### src/rtl/aao_pkg.sv
package aao_pkg;

  localparam int DW = 8;
  localparam int MSB = 7;
  localparam int HALF_MSB = 3;

  localparam logic [DW-1:0] BYTE_ZERO = 8'h00;
  localparam logic [DW-1:0] BYTE_ONE  = 8'h01;
  localparam logic [DW-1:0] BYTE_ONES = 8'hFF;

  // status byte layout seen by the register file
  localparam int FLAG_C = 0;
  localparam int FLAG_Z = 1;
  localparam int FLAG_N = 2;
  localparam int FLAG_V = 3;
  localparam int FLAG_S = 4;
  localparam int FLAG_H = 5;

  localparam logic [DW-1:0] MASK_NONE  = 8'h00;
  localparam logic [DW-1:0] MASK_ZNV   = 8'h0E;
  localparam logic [DW-1:0] MASK_ZCNV  = 8'h0F;
  localparam logic [DW-1:0] MASK_ZCNVH = 8'h2F;
  localparam logic [DW-1:0] MASK_ZCNVS = 8'h1F;

  typedef enum logic [4:0] {
    OP_PLAIN_SUM, OP_CARRY_SUM, OP_WORD_SUM,
    OP_PLAIN_DIFF, OP_IMM_DIFF, OP_BORROW_DIFF, OP_BORROW_IMM_DIFF, OP_WORD_DIFF,
    OP_PLAIN_MASK, OP_IMM_MASK, OP_PLAIN_MERGE, OP_IMM_MERGE, OP_EXCL_MERGE,
    OP_BIT_SET, OP_BIT_CLEAR, OP_ONES_INVERT, OP_TWOS_INVERT,
    OP_STEP_UP, OP_STEP_DOWN, OP_ZERO_SIGN_CHECK, OP_REGISTER_ZERO, OP_REGISTER_FILL
  } aao_op_e;

  typedef enum logic [1:0] {LG_AND, LG_OR, LG_XOR} aao_logic_e;

  typedef enum logic {ST_IDLE, ST_WORD_HIGH} aao_state_e;

endpackage : aao_pkg

### src/rtl/aao_unit_if.sv
`timescale 1ns/10ps
interface aao_unit_if;
  import aao_pkg::*;
  logic [DW-1:0] a;
  logic [DW-1:0] b;
  logic          cin;
  logic          sub;
  logic [DW-1:0] sum;
  logic          cout;
  logic          half;
  logic          ovf;
  logic [DW-1:0] la;
  logic [DW-1:0] lb;
  aao_logic_e    lop;
  logic [DW-1:0] lres;

  modport arith_unit (input a, b, cin, sub, output sum, cout, half, ovf);
  modport logic_unit (input la, lb, lop, output lres);
  modport core (output a, b, cin, sub, la, lb, lop, input sum, cout, half, ovf, lres);
endinterface : aao_unit_if

### src/rtl/aao_adder8.sv
`timescale 1ns/10ps
module aao_adder8
  import aao_pkg::*;
(
  aao_unit_if.arith_unit u
);
  // subtract as a + ~b + ~borrow; the raw carry is the inverted borrow, so cout inverts it back to the borrow
  wire logic [DW-1:0] b_eff   = u.b ^ {DW{u.sub}};
  wire logic          cin_eff = u.cin ^ u.sub;
  wire logic [4:0]    low     = {1'b0, u.a[HALF_MSB:0]} + {1'b0, b_eff[HALF_MSB:0]} + {4'h0, cin_eff};
  wire logic [4:0]    high    = {1'b0, u.a[MSB:HALF_MSB+1]} + {1'b0, b_eff[MSB:HALF_MSB+1]} + {4'h0, low[4]};

  assign u.sum  = {high[3:0], low[3:0]};
  assign u.cout = high[4] ^ u.sub;
  assign u.half = low[4] ^ u.sub;
  assign u.ovf  = (u.a[MSB] & b_eff[MSB] & ~u.sum[MSB]) | (~u.a[MSB] & ~b_eff[MSB] & u.sum[MSB]);
endmodule : aao_adder8

### src/rtl/aao_logic8.sv
`timescale 1ns/10ps
module aao_logic8
  import aao_pkg::*;
(
  aao_unit_if.logic_unit u
);
  genvar i;
  generate
    for (i = 0; i < DW; i++) begin : g_bit
      assign u.lres[i] = (u.lop == LG_AND) ? (u.la[i] & u.lb[i]) :
                         (u.lop == LG_OR)  ? (u.la[i] | u.lb[i]) :
                                             (u.la[i] ^ u.lb[i]);
    end
  endgenerate
endmodule : aao_logic8

### src/rtl/aao_alu_core.sv
`timescale 1ns/10ps
// Overview of operation
// - carry sum adds source, destination and carry in one clock, updating Z,C,N,V,H.
// - word immediate sum adds the constant to the register pair over two clocks, updating Z,C,N,V,S.
// - immediate difference subtracts the constant from destination in one clock, updating Z,C,N,V,H.
// - borrow difference computes destination minus source minus carry in one clock, updating Z,C,N,V,H.
// - borrow immediate difference computes destination minus constant minus carry in one clock, Z,C,N,V,H.
// - word immediate difference subtracts the constant from the pair over two clocks, updating Z,C,N,V,S.
// - immediate mask ANDs destination with the constant in one clock, updating only Z,N,V.
// - immediate merge and bit set OR destination with the constant in one clock, updating Z,N,V.
// - bit clear ANDs destination with all-ones minus the constant in one clock, updating Z,N,V.
// - zero/sign check ANDs destination with itself, leaving it unchanged, updating Z,N,V in one clock.
// - ones invert writes all-ones minus destination in one clock, updating Z,C,N,V.
// - twos invert writes zero minus destination modulo 256 in one clock, updating Z,C,N,V,H.
// - register zero XORs destination with itself in one clock, updating Z,N,V.
module aao_alu_core
  import aao_pkg::*;
(
  input  wire logic          mclk,
  input  wire logic          rst_n,
  input  wire logic          op_valid,
  output wire logic          op_ready,
  input  wire aao_op_e       op_code,
  input  wire logic [DW-1:0] dest_val,
  input  wire logic [DW-1:0] src_val,
  input  wire logic [DW-1:0] imm_val,
  input  wire logic [DW-1:0] pair_low_val,
  input  wire logic [DW-1:0] pair_high_val,
  input  wire logic [DW-1:0] sreg_in,
  output logic               done_q,
  output logic               dest_we_q,
  output logic [DW-1:0]      dest_data_q,
  output logic               pair_we_q,
  output logic [2*DW-1:0]    pair_data_q,
  output logic [DW-1:0]      sreg_out_q,
  output logic [DW-1:0]      flag_we_q
);

  aao_unit_if u_if ();

  aao_adder8 u_add (.u(u_if));
  aao_logic8 u_log (.u(u_if));

  aao_state_e    state_q;
  aao_state_e    state_d;
  logic [DW-1:0] lo_q;
  logic          carry_lo_q;
  logic [DW-1:0] pair_hi_q;
  logic          word_sub_q;
  logic [DW-1:0] sreg_base_q;

  wire logic hi_phase = (state_q == ST_WORD_HIGH);
  wire logic take     = op_valid && op_ready;
  assign op_ready = !hi_phase;

  wire logic is_word  = op_code inside {OP_WORD_SUM, OP_WORD_DIFF};
  wire logic is_sub   = op_code inside {OP_PLAIN_DIFF, OP_IMM_DIFF, OP_BORROW_DIFF, OP_BORROW_IMM_DIFF,
                                        OP_WORD_DIFF, OP_TWOS_INVERT, OP_STEP_DOWN};
  wire logic is_chain = op_code inside {OP_CARRY_SUM, OP_BORROW_DIFF, OP_BORROW_IMM_DIFF};
  wire logic is_reg_b = op_code inside {OP_PLAIN_SUM, OP_CARRY_SUM, OP_PLAIN_DIFF, OP_BORROW_DIFF,
                                        OP_PLAIN_MASK, OP_PLAIN_MERGE, OP_EXCL_MERGE};
  wire logic is_step  = op_code inside {OP_STEP_UP, OP_STEP_DOWN};
  wire logic is_self  = op_code inside {OP_ZERO_SIGN_CHECK, OP_REGISTER_ZERO};
  wire logic is_and   = op_code inside {OP_PLAIN_MASK, OP_IMM_MASK, OP_BIT_CLEAR, OP_ZERO_SIGN_CHECK};
  wire logic is_or    = op_code inside {OP_PLAIN_MERGE, OP_IMM_MERGE, OP_BIT_SET};
  wire logic is_xor   = op_code inside {OP_EXCL_MERGE, OP_ONES_INVERT, OP_REGISTER_ZERO};
  wire logic is_logic = is_and || is_or || is_xor;
  wire logic is_ones  = (op_code == OP_ONES_INVERT);
  wire logic is_twos  = (op_code == OP_TWOS_INVERT);
  wire logic is_bclr  = (op_code == OP_BIT_CLEAR);
  wire logic is_fill  = (op_code == OP_REGISTER_FILL);

  // adder operands; the second word cycle ignores the decoder entirely
  assign u_if.a   = hi_phase ? pair_hi_q :
                    is_twos  ? BYTE_ZERO :
                    is_word  ? pair_low_val : dest_val;
  assign u_if.b   = hi_phase ? BYTE_ZERO :
                    is_twos  ? dest_val :
                    is_step  ? BYTE_ONE :
                    is_reg_b ? src_val : imm_val;
  assign u_if.cin = hi_phase ? carry_lo_q : (is_chain && sreg_in[FLAG_C]);
  assign u_if.sub = hi_phase ? word_sub_q : is_sub;

  assign u_if.la  = dest_val;
  assign u_if.lb  = is_self ? dest_val :
                    is_ones ? BYTE_ONES :
                    is_bclr ? BYTE_ONES - imm_val :
                    is_reg_b ? src_val : imm_val;
  assign u_if.lop = is_and ? LG_AND : is_or ? LG_OR : LG_XOR;

  wire logic [DW-1:0] res_byte = is_fill  ? BYTE_ONES :
                                 is_logic ? u_if.lres : u_if.sum;

  // pair result is zero only when both halves are
  wire logic z_byte = (res_byte == BYTE_ZERO);
  wire logic z_word = (u_if.sum == BYTE_ZERO) && (lo_q == BYTE_ZERO);
  wire logic n_flag = hi_phase ? u_if.sum[MSB] : res_byte[MSB];
  wire logic v_flag = (is_logic && !hi_phase) ? 1'b0 : u_if.ovf;
  wire logic c_flag = (is_ones && !hi_phase) ? 1'b1 : u_if.cout;

  logic [DW-1:0] flags_new;
  always_comb begin
    flags_new         = BYTE_ZERO;
    flags_new[FLAG_C] = c_flag;
    flags_new[FLAG_Z] = hi_phase ? z_word : z_byte;
    flags_new[FLAG_N] = n_flag;
    flags_new[FLAG_V] = v_flag;
    flags_new[FLAG_S] = n_flag ^ v_flag;
    flags_new[FLAG_H] = u_if.half;
  end

  wire logic [DW-1:0] flag_mask = hi_phase ? MASK_ZCNVS :
                                  is_fill  ? MASK_NONE :
                                  is_ones  ? MASK_ZCNV :
                                  (is_logic || is_step) ? MASK_ZNV :
                                  MASK_ZCNVH;
  wire logic [DW-1:0] sreg_base = hi_phase ? sreg_base_q : sreg_in;
  wire logic [DW-1:0] sreg_next = (sreg_base & ~flag_mask) | (flags_new & flag_mask);
  wire logic          byte_done = take && !is_word;
  wire logic          word_low  = take && is_word;

  always_comb begin
    case (state_q)
      ST_IDLE:      state_d = word_low ? ST_WORD_HIGH : ST_IDLE;
      ST_WORD_HIGH: state_d = ST_IDLE;
      default:      state_d = ST_IDLE;
    endcase
  end

  always_ff @(posedge mclk or negedge rst_n) begin
    if (!rst_n) begin
      state_q     <= ST_IDLE;
      lo_q        <= BYTE_ZERO;
      carry_lo_q  <= 1'b0;
      pair_hi_q   <= BYTE_ZERO;
      word_sub_q  <= 1'b0;
      sreg_base_q <= BYTE_ZERO;
    end else begin
      state_q <= state_d;
      if (word_low) begin
        lo_q        <= u_if.sum;
        carry_lo_q  <= u_if.cout;
        pair_hi_q   <= pair_high_val;
        word_sub_q  <= is_sub;
        sreg_base_q <= sreg_in;
      end
    end
  end

  always_ff @(posedge mclk or negedge rst_n) begin
    if (!rst_n) begin
      done_q      <= 1'b0;
      dest_we_q   <= 1'b0;
      dest_data_q <= BYTE_ZERO;
      pair_we_q   <= 1'b0;
      pair_data_q <= {BYTE_ZERO, BYTE_ZERO};
      sreg_out_q  <= BYTE_ZERO;
      flag_we_q   <= MASK_NONE;
    end else begin
      done_q    <= byte_done || hi_phase;
      dest_we_q <= byte_done;
      pair_we_q <= hi_phase;
      flag_we_q <= (byte_done || hi_phase) ? flag_mask : MASK_NONE;
      if (byte_done) begin
        dest_data_q <= res_byte;
      end
      if (hi_phase) begin
        pair_data_q <= {u_if.sum, lo_q};
      end
      if (byte_done || hi_phase) begin
        sreg_out_q <= sreg_next;
      end
    end
  end

  // reference values for the checks below
  wire logic [DW-1:0]   cin_ext  = {{(DW-1){1'b0}}, sreg_in[FLAG_C]};
  wire logic [DW-1:0]   ref_adc  = dest_val + src_val + cin_ext;
  wire logic [DW-1:0]   ref_sbc  = dest_val - src_val - cin_ext;
  wire logic [DW-1:0]   ref_borrow_immediate_difference_op = dest_val - imm_val - cin_ext;
  wire logic [2*DW-1:0] pair_in  = {pair_high_val, pair_low_val};
  wire logic [2*DW-1:0] ref_wadd = pair_in + {BYTE_ZERO, imm_val};
  wire logic [2*DW-1:0] ref_wsub = pair_in - {BYTE_ZERO, imm_val};
endmodule : aao_alu_core

### config.mk
export PLATFORM = sky130hd
export DESIGN_NAME = aao_alu_core
export DESIGN_NICKNAME = d
export VERILOG_FILES = /design/src/rtl/aao_pkg.sv /design/src/rtl/aao_unit_if.sv /design/src/rtl/aao_adder8.sv /design/src/rtl/aao_logic8.sv /design/src/rtl/aao_alu_core.sv
export SDC_FILE = /design/constraint.sdc
export NUM_CORES = 1
export LEC_CHECK = 0
export BUFFER_PORTS_ARGS = -buffer_cell sky130_fd_sc_hd__clkbuf_2
export CORE_ASPECT_RATIO = 1.75
export CORE_MARGIN = 2
export CORE_UTILIZATION = 50
export CTS_BUF_LIST = sky130_fd_sc_hd__clkbuf_4 sky130_fd_sc_hd__clkbuf_8
export DETAILED_ROUTE_END_ITERATION = 6
export PLACE_DENSITY = 0.8
export SYNTH_ARGS = -nofsm -noshare
export SYNTH_HDL_FRONTEND = slang
export SYNTH_HIERARCHICAL = 1
export SYNTH_SLANG_ARGS = --single-unit
### constraint.sdc
create_clock -name mclk -period 10.7 [get_ports mclk]
set_input_delay 0.535 -clock mclk [delete_from_list [all_inputs] [get_ports mclk]]
set_output_delay 0.535 -clock mclk [all_outputs]
set_load 0.005 [all_outputs]
==> flow_metrics.tcl <==
set metrics [dict create \
    yosys_warnings 6 \
    utilization 0.5958 \
    worst_path_largest_cell_delay_ps 580 \
    wl_mm 10.51 \
    hold_violations 0 \
    slew_violations 0 \
    slew_headroom 0.3457 \
    synth_seq_cells 61 \
    critPathCaptureType "register" \
    nets 619 \
    rows 45 \
    synth_flop_cell "dfrtp_1" \
    syn_area_um2 4479 \
    irDropWorstVdd_mv 0.08533 \
    initial_core_util 0.5166 \
    skew_ps 10.93 \
    placed_area_um2 4957 \
    ios 100 \
    portBuffers 97 \
    cp.arrival_ps 5170 \
    r2r_cells 16 \
    grt.total_usage 0.2276 \
    cts_made_buffers 9 \
    drt-pass1-iter-count 7 \
    mostFrequentLayoutCells "clkbuf_2, dfrtp_1, inv_1" \
    cellPowerDensity_nw_per_um2 169.3 \
    gp_congestion 0.8558 \
    grt_start_max_net_pins 62 \
    status "finished clean" \
    nFillCells 794 \
    root_buffer "clkbuf_8" \
    die_area_um2 9762 \
    synth-edff-count 0 \
    crit_path_cell_trace "clkbuf_2, or2_4, or3_1, mux2i_1, o21ai_0, inv_1, fa_1, fa_1, inv_1, a21o_1, a21oi_1, fa_1, o21ai_1, xor2_1, mux2_1, xor2_1, nand2_1, o21ai_0" \
    path_class "input port to register" \
    drive_gt1_frac 0.3216 \
    cts_sinks 61 \
    cp_common_cell "fa_1" \
    cts.path.max_buffers 2 \
    max_freq_ghz 0.2010 \
    layout_commonest_cell "clkbuf_2" \
    crit_required_ps 10890 \
    postCtsSetupRepairBufs 0 \
    postCtsHoldBufs 0 \
    hp-class "input port to asynchronous set/reset pin" \
    htree_levels 3 \
    vias_per_cell 5.416 \
    path_clk_slew_ps 80 \
    grt_first_pass_wirelength_mm 17.01 \
    grt_overflow 0 \
    synthCells 453 \
    syn_area_per_cell_um2 9.888 \
    setup_tns_ps 0 \
    cts_tree "yes" \
    design_area_um2 5166 \
    tightest_slew_ps 974.0 \
    clkLatencyLatePin_ps 340 \
    p_leak_nw 2.655 \
    rsz0062_at_grt "no" \
    finalSetupViolCount 0 \
    avgRoutedWirePerCell_um 15.97 \
    grt_pass1_vias 3594 \
    yosysSeqAreaShare 0.3408 \
    ant_nets 0 \
    ys_types 60 \
    num_vias 3564 \
    cap_violations 0 \
    fp.coreArea_um2 8671 \
    syn_to_final_growth_pct 15.34 \
    die_h_um 129.2 \
    hpwlAfterDp_mm 8.347 \
    path_max_fanout 19 \
    post_cts_resized 0 \
    period_share 0.4651 \
    antenna_found_initial 0 \
    worst_setup_path_start_kind "input port" \
    n_antenna_cell 0 \
    holdWs_ps 343.3 \
    drtIter0Drc 223 \
    dieWidth_um 75.55 \
    drc 0 \
    synth_async_sr_flop_share 1.000 \
    fin_crit_ps 4976 \
    crit_slowest_cell "xor2_1" \
]
[path summary, 6_finish.rpt]
check	start	to	slack, ps
hold / removal	rst_n	flag_we_q[0]	340
setup reg to reg	hi_phase	sreg_out_q[4]	6050
hold reg to reg	word_sub_q	word_sub_q	490
setup / recovery	op_code[3]	sreg_out_q[4]	5720
max in group asynchronous	rst_n	pair_data_q[3]	9850
min in group mclk	pair_high_val[1]	pair_hi_q[1]	420
[per-layer routing]
metal,up-vias,track usage,wire length (um)
met5,-,0,0
met4,0,0.1084,293
met3,21,0.03110,385
met2,97,0.3969,5820
met1,1716,0.2666,4010
li1,1730,-,-
[stage by stage]
stage	instances	setup WS, ps	power [W]
after detailed placement	642	5384	0.0006706
after CTS	658	5749	0.0008832
after floorplan	454	5988	0.0005530
after global placement	642	5563	0.0006570
final	658	5724	0.0008748
after global routing	658	5505	0.0009329
[Yosys cell counts, drive strengths merged, types with 6 or more instances]
library cell | n | area (um2)
a21o | 6 | 45.04
clkbuf | 13 | 48.80
xor2 | 10 | 87.58
a222oi | 8 | 80.08
dfrtp | 61 | 1526
a21oi | 22 | 113.9
and2b | 6 | 60.06
inv | 42 | 157.7
o31a | 10 | 87.58
nor2 | 17 | 66.32
nor2b | 12 | 135.1
ha | 23 | 287.8
and2 | 9 | 56.30
nor3 | 6 | 30.03
nand2 | 31 | 116.4
nand2b | 14 | 87.58
mux2i | 29 | 290.3
nor4 | 6 | 37.54
o21ai | 29 | 145.1
buf | 17 | 138.9
xnor2 | 7 | 61.31
mux2 | 36 | 450.4
[report_power, final]
part / internal [W] / switching [W]
Combinational: 0.000162 / 0.000148
Clock: 0.000115 / 0.0000953
Sequential: 0.000306 / 0.0000470
Total: 0.000584 / 0.000291
[cell families after synthesis]
logic type / count (synthesis) / share of synthesized area
XOR/XNOR: 17 / 0.03324
AO/OA/AOI/OAI: 94 / 0.1413
multiplexers: 65 / 0.1654
AND/OR/NAND/NOR: 115 / 0.1570
flip-flops: 61 / 0.3408
buffers and inverters: 72 / 0.07709
other: 1 / 0.0008372
adder cells (fa/ha/maj): 28 / 0.08436
[sequential cells by signal, indices dropped and copies added (netlist names)]
| name | flops |
|---|---|
| sreg_out_q | 8 |
| word_sub_q | 1 |
| done_q | 1 |
| pair_we_q | 1 |
| sreg_base_q | 3 |
| dest_data_q | 8 |
| pair_data_q | 16 |
| carry_lo_q | 1 |
| lo_q | 8 |
| flag_we_q | 4 |
| hi_phase | 1 |
| dest_we_q | 1 |
| pair_hi_q | 8 |
[critical path, delay by kind of cell]
kind / cells / cell delay (ps)
adders and majority gates: 3 / 1260
xor gates and xnor gates: 2 / 720
buffers and inverters: 3 / 400
muxes: 2 / 610
AOI/OAI and AO/OA: 5 / 680
and+or+nand+nor: 3 / 940
[cell type report]
cell class | count | area (um2) | area share
clock inverters | 6 | 71.32 | 0.01380
inverters | 42 | 157.7 | 0.03052
multi-input cells | 321 | 2611 | 0.5054
flip-flops and latches | 61 | 1526 | 0.2955
well taps | 117 | 146.4 | 0.02834
repair buffers | 101 | 515.5 | 0.09978
clock buffers | 10 | 137.6 | 0.02664
No activity file was read; power rests on OpenSTA's default activity.
